$ cat src/focls_pkg.sv
// focls_pkg: constants, field layouts and carrier types for the float operand classifier.
// assumes one core clock domain; shared by the classifier and its testbench.
package focls_pkg;

  // ----------------------------------------------------------------
  // operand field layout
  // ----------------------------------------------------------------
  localparam int EXP_W   = 15;
  localparam int FRAC_W  = 63;
  localparam int OPND_W  = 80;
  localparam int REG_IDX_W = 3;

  localparam logic [EXP_W-1:0]  EXP_ZERO  = 15'h0000;
  localparam logic [EXP_W-1:0]  EXP_ONES  = 15'h7FFF;
  localparam logic [FRAC_W-1:0] FRAC_ZERO = 63'h0000_0000_0000_0000;
  localparam int FRAC_TOP = FRAC_W - 1;
  // smallest normal exponent, used when a result must leave the denormal range
  localparam logic [EXP_W-1:0]  EXP_MIN_NORM = 15'h0001;

  // escape opcode group bounds, inclusive
  localparam logic [7:0] FLOAT_OP_LO = 8'hD8;
  localparam logic [7:0] FLOAT_OP_HI = 8'hDF;

  localparam logic [REG_IDX_W-1:0] IDX_ZERO = 3'h0;

  // ----------------------------------------------------------------
  // types
  // ----------------------------------------------------------------
  typedef struct packed {
    logic              sign;
    logic [EXP_W-1:0]  exponent;
    logic              intBit;
    logic [FRAC_W-1:0] fraction;
  } focls_opnd_t;

  // one-hot operand class codes
  typedef enum logic [8:0] {
    CLS_ZERO      = 9'h001,
    CLS_DENORMAL  = 9'h002,
    CLS_PSEUDODEN = 9'h004,
    CLS_NORMAL    = 9'h008,
    CLS_UNNORMAL  = 9'h010,
    CLS_INFINITY  = 9'h020,
    CLS_PSEUDOINF = 9'h040,
    CLS_NAN       = 9'h080,
    CLS_PSEUDONAN = 9'h100
  } focls_class_t;

  // operand source selection from the decoder
  typedef struct packed {
    logic                 fromMem;
    logic [REG_IDX_W-1:0] stackIdx;
  } focls_src_t;

  // per-operand classification result
  typedef struct packed {
    focls_class_t cls;
    logic         quietNan;
    logic         invalid;
    logic         denormal;
  } focls_res_t;

  // sticky exception flags as kept in the status word
  typedef struct packed {
    logic invalid;
    logic denormal;
  } focls_flags_t;

endpackage : focls_pkg

$ cat src/focls_classifier.sv
// focls_classifier: operand front end of the float unit, registered outputs.
// assumes opcode and operands come from same-clock pipeline logic, one op per cycle.
`timescale 1ns/100ps
`default_nettype none

// What this block does
// - split operand into sign, exponent, integer, fraction
// - max exponent, integer zero, fraction set: pseudo-NaN
// - detect pseudo-infinity and unnormal encodings
// - unsupported encodings raise invalid, suppress computing
// - pseudo-denormal treated as denormal, denormal raised
// - never emit a pseudo-denormal result
// - opcodes D8 through DF go to float unit
// - one or two operands, stack or memory
// - no immediate extracted for float opcodes
// - register index is relative to stack top
// - masked short denormal normalized on widening
module focls_classifier (
  input  wire logic                      core_clk,
  input  wire logic                      rst_n,
  input  wire logic                      instValid,
  input  wire logic [7:0]                opcodeByte,
  input  wire logic                      twoOperands,
  input  wire focls_pkg::focls_src_t     srcA,
  input  wire focls_pkg::focls_src_t     srcB,
  input  wire focls_pkg::focls_opnd_t    opndA,
  input  wire focls_pkg::focls_opnd_t    opndB,
  input  wire logic [focls_pkg::REG_IDX_W-1:0] stackTop,
  input  wire logic                      shortDenormSrc,
  input  wire logic                      denormMasked,
  input  wire focls_pkg::focls_opnd_t    resultIn,
  input  wire logic                      flagsClear,
  output logic                           floatOpValid,
  output logic                           immExtract,
  output focls_pkg::focls_res_t          resA,
  output focls_pkg::focls_res_t          resB,
  output logic [focls_pkg::REG_IDX_W-1:0] physIdxA,
  output logic [focls_pkg::REG_IDX_W-1:0] physIdxB,
  output logic                           opndBUsed,
  output logic                           computeEn,
  output logic                           normalizeReq,
  output focls_pkg::focls_opnd_t         resultOut,
  output focls_pkg::focls_flags_t        statusFlags
);
  import focls_pkg::*;

  // ----------------------------------------------------------------
  // classification function
  // ----------------------------------------------------------------
  function automatic focls_res_t classify(input focls_opnd_t op);
    focls_res_t r;
    logic expMax;
    logic expMin;
    logic fracNz;
    r = '0;
    expMax = (op.exponent == EXP_ONES);
    expMin = (op.exponent == EXP_ZERO);
    fracNz = (op.fraction != FRAC_ZERO);
    // max-exponent cases are tested first, so a missing integer bit there
    // reads as pseudo-NaN or pseudo-infinity and never as unnormal
    r.cls = CLS_NORMAL;
    if (expMax && !op.intBit && fracNz) begin
      r.cls      = CLS_PSEUDONAN;
      r.quietNan = op.fraction[FRAC_TOP];
    end else if (expMax && !op.intBit) begin
      r.cls = CLS_PSEUDOINF;
    end else if (expMax && fracNz) begin
      r.cls      = CLS_NAN;
      r.quietNan = op.fraction[FRAC_TOP];
    end else if (expMax) begin
      r.cls = CLS_INFINITY;
    end else if (expMin && op.intBit) begin
      r.cls = CLS_PSEUDODEN;
    end else if (expMin && fracNz) begin
      r.cls = CLS_DENORMAL;
    end else if (expMin) begin
      r.cls = CLS_ZERO;
    end else if (!op.intBit) begin
      r.cls = CLS_UNNORMAL;
    end
    // legacy encodings other than pseudo-denormal are refused rather than computed on
    r.invalid  = (r.cls == CLS_PSEUDONAN) || (r.cls == CLS_PSEUDOINF)
              || (r.cls == CLS_UNNORMAL);
    // a signaling true NaN is also an invalid operand
    r.invalid  = r.invalid || ((r.cls == CLS_NAN) && !r.quietNan);
    r.denormal = (r.cls == CLS_PSEUDODEN) || (r.cls == CLS_DENORMAL);
    return r;
  endfunction : classify

  // ----------------------------------------------------------------
  // combinational decode and classification
  // ----------------------------------------------------------------
  // everything here settles within the cycle the operand is presented
  logic                 isFloatOp;
  focls_opnd_t          opndV [2];
  focls_src_t           srcV  [2];
  logic                 useV  [2];
  focls_res_t           clsV  [2];
  logic [REG_IDX_W-1:0] idxV  [2];
  focls_res_t           clsA;
  focls_res_t           clsB;
  logic                 anyInvalid;
  logic                 anyDenormal;
  logic                 resultPseudoDen;

  // escape group is a contiguous range of eight first bytes
  assign isFloatOp   = instValid && (opcodeByte >= FLOAT_OP_LO)
                     && (opcodeByte <= FLOAT_OP_HI);

  // operand slots; B only counts when the instruction names a second operand
  assign opndV[0] = opndA;
  assign opndV[1] = opndB;
  assign srcV[0]  = srcA;
  assign srcV[1]  = srcB;
  assign useV[0]  = 1'b1;
  assign useV[1]  = twoOperands;

  // one classifier and one index adder per slot
  for (genvar g = 0; g < 2; g++) begin : g_slot
    assign clsV[g] = classify(opndV[g]);
    // the stack wraps mod eight, so the carry of the add is dropped on purpose
    assign idxV[g] = (srcV[g].fromMem || !useV[g]) ? IDX_ZERO
                   : REG_IDX_W'(stackTop + srcV[g].stackIdx);
  end

  assign clsA        = clsV[0];
  assign clsB        = clsV[1];
  // flags gather A, B when present, and a widened short denormal
  assign anyInvalid  = isFloatOp && (clsA.invalid || (twoOperands && clsB.invalid));
  assign anyDenormal = isFloatOp && (clsA.denormal || (twoOperands && clsB.denormal)
                     || shortDenormSrc);
  // a result in the pseudo-denormal encoding must not leave the unit
  assign resultPseudoDen = (resultIn.exponent == EXP_ZERO) && resultIn.intBit;

  // ----------------------------------------------------------------
  // decode outputs
  // ----------------------------------------------------------------
  // registered so every output comes from a flip-flop
  // other opcodes still pass through; they just leave floatOpValid and opndBUsed low
  always_ff @(posedge core_clk) begin
    if (!rst_n) begin
      floatOpValid <= 1'b0;
      immExtract   <= 1'b0;
      opndBUsed    <= 1'b0;
    end else begin
      floatOpValid <= isFloatOp;
      // float group never carries an immediate; others left to the main decoder
      immExtract   <= 1'b0;
      opndBUsed    <= isFloatOp && twoOperands;
    end
  end

  // ----------------------------------------------------------------
  // operand source resolution
  // ----------------------------------------------------------------
  // index wraps mod eight around the stack top; memory sources report zero
  // zero for memory keeps the output defined though no stack slot is used
  always_ff @(posedge core_clk) begin
    if (!rst_n) begin
      physIdxA <= IDX_ZERO;
      physIdxB <= IDX_ZERO;
    end else begin
      physIdxA <= idxV[0];
      physIdxB <= idxV[1];
    end
  end

  // ----------------------------------------------------------------
  // classification results and compute gate
  // ----------------------------------------------------------------
  always_ff @(posedge core_clk) begin
    if (!rst_n) begin
      resA         <= '{cls: CLS_ZERO, default: 1'b0};
      resB         <= '{cls: CLS_ZERO, default: 1'b0};
      computeEn    <= 1'b0;
      normalizeReq <= 1'b0;
    end else begin
      resA         <= clsA;
      resB         <= twoOperands ? clsB : '{cls: CLS_ZERO, default: 1'b0};
      // a low computeEn is how the unit refuses to work on a bad operand
      computeEn    <= isFloatOp && !anyInvalid;
      // widening normalizes only when software has masked the exception
      normalizeReq <= isFloatOp && shortDenormSrc && denormMasked;
    end
  end

  // ----------------------------------------------------------------
  // result guard
  // ----------------------------------------------------------------
  // a pseudo-denormal result is rewritten to the equal-valued normal with exponent one
  // the core is not told of the rewrite; only the encoding changes
  always_ff @(posedge core_clk) begin
    if (!rst_n) begin
      resultOut <= '0;
    end else if (resultPseudoDen) begin
      resultOut          <= resultIn;
      resultOut.exponent <= EXP_MIN_NORM;
    end else begin
      resultOut <= resultIn;
    end
  end

  // ----------------------------------------------------------------
  // sticky status flags
  // ----------------------------------------------------------------
  // set wins over clear so an event in the clearing cycle survives
  // the denormal flag rises whatever the mask; the mask only decides
  // whether a widened short denormal is normalized
  always_ff @(posedge core_clk) begin
    if (!rst_n) begin
      statusFlags <= '0;
    end else begin
      statusFlags.invalid  <= anyInvalid
                            || (statusFlags.invalid && !flagsClear);
      statusFlags.denormal <= anyDenormal
                            || (statusFlags.denormal && !flagsClear);
    end
  end

endmodule : focls_classifier
`default_nettype wire

$ cat config.mk
export PLATFORM = sky130hd
export DESIGN_NAME = focls_classifier
export DESIGN_NICKNAME = d
export VERILOG_FILES = /design/src/focls_pkg.sv /design/src/focls_classifier.sv
export SDC_FILE = /design/constraint.sdc
export NUM_CORES = 1
export LEC_CHECK = 0
export BUFFER_PORTS_ARGS = -buffer_cell sky130_fd_sc_hd__buf_2
export CAP_MARGIN = 20
export CORE_AREA = 5 5 147 149
export DETAILED_ROUTE_END_ITERATION = 12
export DIE_AREA = 0 0 152 154
export PLACE_DENSITY = 0.5
export SETUP_SLACK_MARGIN = 0.02
export SLEW_MARGIN = 20
export SYNTH_ARGS = -nofsm -noshare
export SYNTH_HDL_FRONTEND = slang
export SYNTH_SLANG_ARGS = --single-unit
$ cat constraint.sdc
create_clock -name core_clk -period 2.1 [get_ports core_clk]
set_input_delay 0.42 -clock core_clk [delete_from_list [all_inputs] [get_ports core_clk]]
set_output_delay 0.42 -clock core_clk [all_outputs]
set_load 0.01 [all_outputs]
==> results of run 1 <==
## per-layer routing
metal / vias up / share of wire / routed length, µm / track usage
met3: 15 / 0.066 / 1010 / 0.0438
met1: 1816 / 0.44 / 6680 / 0.156
met5: - / 0 / 0 / 0
met2: 172 / 0.48 / 7320 / 0.206
met4: 0 / 0.015 / 227 / 0.0420
li1: 2044 / - / - / -
## layout make-up
class                   instances  area, µm²
fillers                      2121      13400
flip-flops and latches        116       2320
repair buffers                383       1930
multi-input cells             223       1420
clock buffers                  17        425
well taps                     270        338
clock inverters                14        153
inverters                      10       37.5
diodes                          1       2.50
## logic make-up after synthesis
logic type                 after synthesis  share of synthesized area
and+or+nand+nor                        204                      0.322
DFF                                    116                      0.606
buffers and inverters                   22                     0.0229
AOI/OAI and AO/OA                       10                     0.0222
xor gates and xnor gates                 4                    0.00914
adders and majority gates                4                     0.0170
other                                    1                   0.000979
## power by group
part | leakage [nW] | internal, mW | total (mW) | switching [mW]
combinational | 2.17 | 0.307 | 0.563 | 0.256
sequential | 0.959 | 2.30 | 2.32 | 0.0200
clock | 0.273 | 1.75 | 2.83 | 1.08
## through the flow
step | cells | setup WS (ns) | hold WS, ns | utilization
after floorplan | 361 | 0.348 | 0.496 | -
after global placement | 1002 | 0.00978 | 0.480 | 0.302
after detailed placement | 1002 | 0.00985 | 0.487 | 0.302
after CTS | 1033 | 0.438 | 0.183 | 0.331
after global routing | 1033 | 0.349 | 0.190 | 0.331
final | 1034 | 0.470 | 0.215 | 0.331
## cells in the mapped netlist (2+ instances only)
cell type / instances / area, µm²
and3_1: 12 / 75.1
nand2b_1: 5 / 31.3
and2_1: 74 / 463
nand4_1: 18 / 113
nor2_1: 14 / 52.6
nor3_1: 11 / 55.1
dfxtp_1: 116 / 2320
nand2_1: 12 / 45.0
inv_1: 10 / 37.5
or4_1: 2 / 15.0
xnor2_1: 4 / 35.0
o31ai_1: 2 / 15.0
fa_1: 2 / 40.0
nor4_4: 2 / 42.5
nand3_1: 4 / 20.0
ha_1: 2 / 25.0
nor4_1: 43 / 269
nor3b_1: 2 / 15.0
clkbuf_1: 10 / 37.5
## worst paths after layout
path	start	cells past startpoint	endpoint	slack, ns
worst min register to register	statusFlags[1]	2	statusFlags[1]	0.49
worst max-delay path	opndB[78]	5	resB[1]	0.47
worst max register to register	statusFlags[0]	3	statusFlags[0]	1.32
worst min-delay path	srcB[3]	2	physIdxB[0]	0.21
## state kept, by name, indices dropped and copies added, names as in the netlist
name          flops
computeEn         1
floatOpValid      1
normalizeReq      1
opndBUsed         1
physIdxA          3
physIdxB          3
resA             12
resB             12
resultOut        80
statusFlags       2
==> impl_metrics.py, run 1 <==
metrics = {
    "synthesis": {
        "yosysWarnings": 0,
        "ys.flop_type": "dfxtp_1",
        "syn_nets": 631,
        "synth_area_per_cell_um2": 10.6,
        "ys_seq_elements": 116,
        "async_flop_share": 0,
        "yosysSeqAreaShare": 0.606,
        "netlist-cell-type-count": 35,
        "syn_inst": 361,
        "synth_edf_count": 0,
        "synthesis.area_um2": 3830,
    },
    "sta": {
        "skew_ns": 0,
        "fmax_mhz": 614,
        "rsz0062_at_grt": "false",
        "hold_viol": 0,
        "fin_crit_sh": 0.776,
        "setup_viol": 0,
        "fin_setup_tns_ns": 0,
        "slew_violations": 0,
        "worst-slew-pin-transition_ns": 0.550,
        "fin_crit_ns": 1.63,
        "slew_headroom": 0.629,
    },
    "setup_path": {
        "max_stage_delay_ns": 0.59,
        "cpMaxStageDelayCell": "or4_1",
        "crit_family": "simple AND/OR/NAND/NOR gates",
        "worstSetupStartpointType": "primary input",
        "critPathBufInv": 1,
        "cp.arrival_ns": 1.98,
        "cp_max_fo": 3,
        "crit_required_ns": 2.45,
        "path_class": "primary input to flip-flop",
        "end_kind": "flip-flop",
        "path_cells": "buf_2 > nand4_1 > or4_1 > o41ai_2 > and2_2",
    },
    "power_and_ir_drop": {
        "power_mw": 5.71,
        "ir_drop_v": 0.000484,
        "power_density_nw_per_um2": 861,
        "power.leakage_nw": 3.40,
    },
    "clock_tree": {
        "numCtsBuffers": 17,
        "cts_sinks": 116,
        "clock_latency_ns": 0.41,
        "htree_levels": 4,
        "cts_resized": 0,
        "post-cts-setup-buffers": 0,
        "root_buffer": "clkbuf_16",
        "hold_buffers": 0,
        "cts.clk_slew.worst_paths_ns": 0.06,
        "clock_path_buffers": 2,
        "cts_tree": "yes",
    },
    "placement": {
        "dp_hpwl_um": 12700,
        "place_area_um2": 6050,
        "globalplace.congestion": 0.886,
        "numPortBuffers": 376,
    },
    "routing": {
        "drt-initial-drc-count": 122,
        "wl_per_cell_um": 14.7,
        "drc_errors": 0,
        "ant_nets": 0,
        "vias": 4047,
        "drtPass1Iterations": 4,
        "wirelength_um": 15200,
        "vias_per_cell": 3.91,
    },
    "die": {
        "start_util": 0.191,
        "die_x_um": 152,
        "num_rows": 52,
        "die-height_um": 154,
        "dieArea_um2": 23400,
        "num_io_pins": 383,
        "core_um2": 20000,
    },
    "min_path": {
        "hold_path.class": "primary input to flip-flop",
    },
    "global_route": {
        "grt_max_degree": 60,
        "antenna_found_initial": 0,
        "grt_pass1_vias": 4158,
        "grt_use_total": 0.126,
        "grt_first_pass_wirelength_um": 23100,
        "grt-ovfl-total": 0,
    },
    "final_layout": {
        "final_cell_mix": "376 x buf_2, 116 x dfxtp_1, 74 x and2_1",
        "drive_above_1_share": 0.548,
        "mostFrequentLayoutCell": "buf_2",
        "final_area_um2": 6630,
        "final_nets": 1021,
        "syn2layout_area_growth_pct": 73.2,
    },
    "run_status": {
        "status": "complete, no violations",
    },
    "run": {
        "cap_violations": 0,
    },
}
(Power assumes the default switching activity.)
==> run 2, diff against run 1 <==
--- a/config.mk
+++ b/config.mk
@@ -5,12 +5,13 @@
 export SDC_FILE = /design/constraint.sdc
 export NUM_CORES = 1
 export LEC_CHECK = 0
+export ABC_AREA = 1
 export BUFFER_PORTS_ARGS = -buffer_cell sky130_fd_sc_hd__buf_2
 export CAP_MARGIN = 20
-export CORE_AREA = 5 5 147 149
+export CORE_AREA = 5 5 146 148
 export DETAILED_ROUTE_END_ITERATION = 12
-export DIE_AREA = 0 0 152 154
-export PLACE_DENSITY = 0.5
+export DIE_AREA = 0 0 151 153
+export PLACE_DENSITY = 0.53
 export SETUP_SLACK_MARGIN = 0.02
 export SLEW_MARGIN = 20
 export SYNTH_ARGS = -nofsm -noshare
==> constraint.sdc (replaced) <==
create_clock -name core_clk -period 1.7 [get_ports core_clk]
set_input_delay 0.34 -clock core_clk [delete_from_list [all_inputs] [get_ports core_clk]]
set_output_delay 0.34 -clock core_clk [all_outputs]
set_load 0.01 [all_outputs]
==> run 2 against run 1 <==
Compared with the run above: via count grew 15%; sequential power is 23% higher; register-to-register slack worse by 0.19 ns; total power rose by 34%; hold slack got worse by 0.10 ns; clock-buffer cell count unchanged; critical path depth grew 5; clock power grew 42%; critical path type unchanged; largest power group unchanged.
==> impl_metrics.py, run 2 <==
metrics = {
    "min_path": {
        "hold_path.class": "primary input to flip-flop",
    },
    "sta": {
        "fin_setup_tns_ns": 0,
        "setup_viol": 0,
        "rsz0062_at_grt": "false",
        "worst_slack_ns": 0.415,
        "fin_crit_ns": 1.29,
        "fmax_mhz": 778,
        "skew_ns": 0,
        "fin_crit_sh": 0.756,
        "hold_viol": 0,
        "slew_violations": 0,
    },
    "setup_path": {
        "path_class": "primary input to flip-flop",
        "worstSetupStartpointType": "primary input",
        "cpMaxStageDelayCell": "o211ai_1",
        "end_kind": "flip-flop",
        "max_stage_delay_ns": 0.23,
        "cp_max_fo": 6,
        "cp.arrival_ns": 1.59,
        "crit_required_ns": 2.00,
        "path_cells": "buf_2 > nor2_1 > nand2_1 > nor2_1 > nand2_1 > nor2_1 > nand2_1 > o211ai_1 > buf_4 > nand3_2",
    },
    "synthesis": {
        "netlist-cell-type-count": 31,
        "synth_area_leaders": "dfxtp_1 55%, nand2_1 13%, nor2_1 12%",
        "ys_seq_elements": 116,
        "synth_area_per_cell_um2": 7.31,
        "synth_area_leader_cell": "dfxtp_1",
        "synth_top_area_share": 0.546,
        "yosysSeqAreaShare": 0.546,
        "async_flop_share": 0,
        "yosysMostFrequentCell": "nand2_1",
        "ys.flop_type": "dfxtp_1",
        "synth_common_cells": "150 x nand2_1, 134 x nor2_1, 116 x dfxtp_1",
        "yosysWarnings": 0,
        "syn_nets": 852,
        "synth_edf_count": 0,
        "syn_inst": 582,
        "synthesis.area_um2": 4250,
    },
    "final_layout": {
        "reg_top3": "resultOut (80), resA (12), resB (12)",
        "top_register": "resultOut",
        "final_cell_mix": "376 x buf_2, 150 x nand2_1, 134 x nor2_1",
        "mostFrequentLayoutCell": "buf_2",
        "largest_reg_flops": 80,
        "final_util": 0.360,
        "final_nets": 1246,
        "syn2layout_area_growth_pct": 68.7,
        "antenna_cells": 0,
        "drive_above_1_share": 0.437,
        "stdcell_count": 1259,
    },
    "die": {
        "dieArea_um2": 23100,
        "die_x_um": 151,
        "num_io_pins": 383,
        "num_rows": 52,
        "start_util": 0.214,
        "core_um2": 19900,
        "die-height_um": 153,
    },
    "global_route": {
        "grt_pass1_vias": 4550,
        "met1_usage": 0.143,
        "met2_usage": 0.234,
        "grt_first_pass_wirelength_um": 23400,
        "grt_max_degree": 75,
        "grt-ovfl-total": 0,
        "grt.busiest_layer": "met2",
        "antenna_found_initial": 2,
        "gr-usage-met3": 0.0610,
        "grt_use_total": 0.133,
    },
    "clock_tree": {
        "root_buffer": "clkbuf_16",
        "cts_resized": 0,
        "clock_path_buffers": 2,
        "cts_tree": "yes",
        "hold_buffers": 0,
        "cts.clk_slew.worst_paths_ns": 0.06,
        "htree_levels": 4,
        "post-cts-setup-buffers": 0,
        "cts_sinks": 116,
        "clock_latency_ns": 0.41,
        "numCtsBuffers": 17,
    },
    "placement": {
        "placed_cells": 1227,
        "post-place-ws_ns": -0.0620,
        "dp_hpwl_um": 13600,
        "globalplace.congestion": 0.873,
        "numPortBuffers": 376,
    },
    "power_and_ir_drop": {
        "power.leakage_nw": 4.32,
        "ir_drop_v": 0.000651,
        "power_density_nw_per_um2": 1070,
    },
    "run": {
        "cap_violations": 0,
    },
    "routing": {
        "drt-initial-drc-count": 148,
        "ant_nets": 0,
        "drtPass1Iterations": 6,
        "vias_per_cell": 3.71,
        "drc_errors": 0,
        "vias": 4666,
        "wirelength_um": 16100,
        "wl_per_cell_um": 12.8,
    },
    "run_status": {
        "status": "complete, no violations",
    },
}
-- run 2: cell count changes in the layout (fill, tap and decap cells not counted), moves of 5 or more --
cell      before  now
nand4_1       18    2
nor4_1        43    3
nand2b_1       5    0
and3_1        12    1
inv_1         10  113
nor2_1        14  134
nand2_1       12  150
and2_1        74    0
nand3_1        4    9
-- run 2: routing by layer --
metal	wire [µm]	share of wire
met1	5980	0.37
met2	8000	0.50
met3	1910	0.12
met4	171	0.011
met5	19	0.0012
-- run 2: worst paths after layout --
check,end,startpoint,slack [ns],cells past startpoint
worst max-delay path,statusFlags[0],opndB[61],0.41,10
worst min-delay path,resultOut[27],resultIn[27],0.11,3
worst max register to register,statusFlags[0],statusFlags[0],1.13,2
worst min register to register,statusFlags[1],statusFlags[1],0.47,2
-- run 2: metrics by stage --
stage	total power [mW]	hold slack (ns)	area (µm²)
4_1_cts	7.82	0.0812	7180
5_1_grt	8.05	0.0744	7180
6_report	7.66	0.111	7180
3_3_place_gp	3.70	0.472	6510
3_5_place_dp	3.70	0.470	6510
2_1_floorplan	3.20	0.418	4250
-- run 2: final cells by class --
type / count / area [µm²]
fillers: 2170 / 12700
inverters: 116 / 437
clock buffers: 17 / 425
multi-input cells: 340 / 1450
clock inverters: 15 / 241
flip-flops and latches: 116 / 2320
repair buffers: 385 / 1960
well taps: 270 / 338
-- run 2: critical path, delay by kind of cell --
family	cells	cell delay [ns]
compound gates	1	0.23
buf+inv	2	0.25
simple gates	7	0.76
-- run 2: power breakdown --
| group | total, mW | internal (mW) | switching (mW) |
|---|---|---|---|
| logic | 0.768 | 0.386 | 0.382 |
| registers | 2.86 | 2.84 | 0.0242 |
| clock network | 4.03 | 2.65 | 1.38 |
-- run 2: cells by family after synthesis --
| logic type | count (synthesis) | share of synthesized area |
|---|---|---|
| adders and majority gates | 4 | 0.0153 |
| and+or+nand+nor | 326 | 0.309 |
| buffers and inverters | 126 | 0.113 |
| other | 1 | 0.000882 |
| AOI/OAI and AO/OA | 5 | 0.00735 |
| xor gates and xnor gates | 4 | 0.00823 |
| DFF | 116 | 0.546 |
==> run 3, diff against run 2 <==
--- a/config.mk
+++ b/config.mk
@@ -5,13 +5,13 @@
 export SDC_FILE = /design/constraint.sdc
 export NUM_CORES = 1
 export LEC_CHECK = 0
-export ABC_AREA = 1
+export ABC_AREA = 0
 export BUFFER_PORTS_ARGS = -buffer_cell sky130_fd_sc_hd__buf_2
 export CAP_MARGIN = 20
-export CORE_AREA = 5 5 146 148
+export CORE_AREA = 5 5 147 149
 export DETAILED_ROUTE_END_ITERATION = 12
-export DIE_AREA = 0 0 151 153
-export PLACE_DENSITY = 0.53
+export DIE_AREA = 0 0 152 154
+export PLACE_DENSITY = 0.5
 export SETUP_SLACK_MARGIN = 0.02
 export SLEW_MARGIN = 20
 export SYNTH_ARGS = -nofsm -noshare
==> constraint.sdc (replaced) <==
create_clock -name core_clk -period 1.2 [get_ports core_clk]
set_input_delay 0.24 -clock core_clk [delete_from_list [all_inputs] [get_ports core_clk]]
set_output_delay 0.24 -clock core_clk [all_outputs]
set_load 0.01 [all_outputs]
==> run 3 against run 2 <==
Compared with the run above: the flow now finishes with violations (setup timing); first-iteration DRC count fell by 14%; sequential power is 42% higher; clock-buffer cell count grew 3; critical path depth fell by 1; cell area grew 1.7%; sequential cell count is the same; clock skew is the same; register-to-register slack got worse by 0.76 ns; largest cell class unchanged; utilization increased by 0.38 points; die area increased by 1.3%.
==> impl_metrics.py, run 3 (synthesized netlist as in run 1, its figures left out) <==
metrics = {
    "sta": {
        "hold_viol": 0,
        "setup_viol": 15,
        "skew_ns": 0,
        "fmax_mhz": 738,
        "fin_crit_sh": 1.13,
        "whs_ns": 0.0265,
        "slew_violations": 0,
        "rsz0062_at_grt": "true",
        "worst_slack_ns": -0.155,
        "fin_crit_ns": 1.36,
    },
    "power_and_ir_drop": {
        "power_density_nw_per_um2": 1340,
        "power_mw": 9.76,
        "ir_drop_v": 0.000817,
        "power.leakage_nw": 3.65,
    },
    "final_layout": {
        "stdcell_count": 1067,
        "antenna_cells": 0,
        "largest_reg_flops": 80,
        "reg_top3": "resultOut (80), resA (12), resB (12)",
        "syn2layout_area_growth_pct": 90.5,
        "final_nets": 1055,
        "final_cell_mix": "368 x buf_2, 115 x dfxtp_1, 73 x and2_1",
        "mostFrequentLayoutCell": "buf_2",
        "drive_above_1_share": 0.622,
        "top_register": "resultOut",
    },
    "clock_tree": {
        "cts_tree": "yes",
        "hold_buffers": 0,
        "cts_sinks": 116,
        "clock_latency_ns": 0.41,
        "cts.clk_slew.worst_paths_ns": 0.05,
        "htree_levels": 4,
        "numCtsBuffers": 17,
        "root_buffer": "clkbuf_16",
        "clock_path_buffers": 2,
    },
    "routing": {
        "vias_per_cell": 4.02,
        "drtPass1Iterations": 4,
        "wirelength_um": 16100,
        "drt-initial-drc-count": 127,
        "drc_errors": 0,
        "ant_nets": 0,
        "wl_per_cell_um": 15.1,
        "vias": 4290,
    },
    "run": {
        "cap_violations": 0,
    },
    "setup_path": {
        "path_class": "primary input to flip-flop",
        "max_stage_delay_ns": 0.26,
        "r2r-start": "statusFlags[1]",
        "cp.arrival_ns": 1.66,
        "cpMaxStageDelayCell": "nor4_4",
        "end_kind": "flip-flop",
        "worstSetupStartpointType": "primary input",
        "path_cells": "buf_6 > nor4_4 > buf_4 > nand4_1 > buf_4 > nor4_4 > buf_4 > nand2b_4 > a211o_1",
        "cp_max_fo": 4,
        "crit_path_frequent_cell": "buf_4",
        "cp-startpoint": "opndA[59]",
        "crit_required_ns": 1.50,
    },
    "global_route": {
        "antenna_found_initial": 1,
        "grt_first_pass_wirelength_um": 24100,
        "grt_use_total": 0.132,
        "grt-ovfl-total": 0,
        "grt_max_degree": 79,
        "grt_pass1_vias": 4493,
    },
    "die": {
        "num_io_pins": 383,
        "dieArea_um2": 23400,
        "start_util": 0.191,
        "die_x_um": 152,
        "die-height_um": 154,
        "num_rows": 52,
        "core_um2": 20000,
    },
    "min_path": {
        "min_from": "srcB[3]",
        "hold_path.class": "primary input to flip-flop",
    },
    "placement": {
        "numPortBuffers": 376,
        "globalplace.congestion": 0.868,
        "placed_cells": 1033,
        "dp_hpwl_um": 13600,
    },
    "run_status": {
        "status": "complete, but fails checks",
        "failed_checks": "setup timing",
    },
}
run 3: cell count changes in the layout (fill, tap and decap cells not counted), sizes merged, moves of 6 or more:
cell   delta
and3     +11
nand3     -6
and2     +75
nand2   -141
buf      +32
nor2    -124
inv     -111
nor4     +42
nand4    +16
run 3: cell type report:
type / instances / area [µm²]
timing repair buffer: 417 / 2260
sequential: 116 / 2320
inverter: 10 / 37.5
multi-input combinational: 223 / 1810
fill: 2126 / 12700
clock buffer: 20 / 447
tap: 270 / 338
clock inverter: 11 / 87.6
run 3: what timing repair did:
item / CTS / global route
pin swaps: 11 / 14
gates resized for setup: 31 / 25
endpoints found under the setup margin: 20 / 21
setup buffers: 2 / 1
run 3: worst max-delay path, delay by kind of cell:
kind                   cells  cell delay (ns)
AO/OA/AOI/OAI              1             0.25
AND/OR/NAND/NOR            4             0.58
buffers and inverters      4             0.58
run 3: power by group:
part	leakage, nW	internal [mW]	total (mW)	switching, mW
registers	0.960	4.02	4.06	0.0358
clock network	0.261	2.85	4.56	1.71
logic	2.43	0.624	1.14	0.521
total	3.65	7.50	9.76	2.26
run 3: path summary, 6_finish.rpt:
check,endpoint,slack (ns),cells past startpoint
setup / recovery,statusFlags[0],-0.16,9
setup reg to reg,statusFlags[1],0.37,3
hold reg to reg,statusFlags[0],0.56,3
hold / removal,physIdxB[2],0.03,2
run 3: routing by layer:
metal	track usage	vias up	part of all wire
met5	0	-	0.0012
met4	0.0527	2	0.021
met3	0.0453	21	0.078
met2	0.250	237	0.55
met1	0.133	1920	0.35
li1	-	2110	-
run 3: stage by stage:
| step | setup TNS (ns) | setup WS, ns | area (µm²) | utilization |
|---|---|---|---|---|
| global route | -2.52 | -0.244 | 7300 | 0.364 |
| global placement | -15.62 | -0.688 | 6430 | 0.321 |
| detailed placement | -15.45 | -0.720 | 6430 | 0.321 |
| CTS | -1.24 | -0.168 | 7160 | 0.357 |
| finish | -1.07 | -0.155 | 7300 | 0.364 |
| floorplan | -3.39 | -0.354 | 3970 | - |
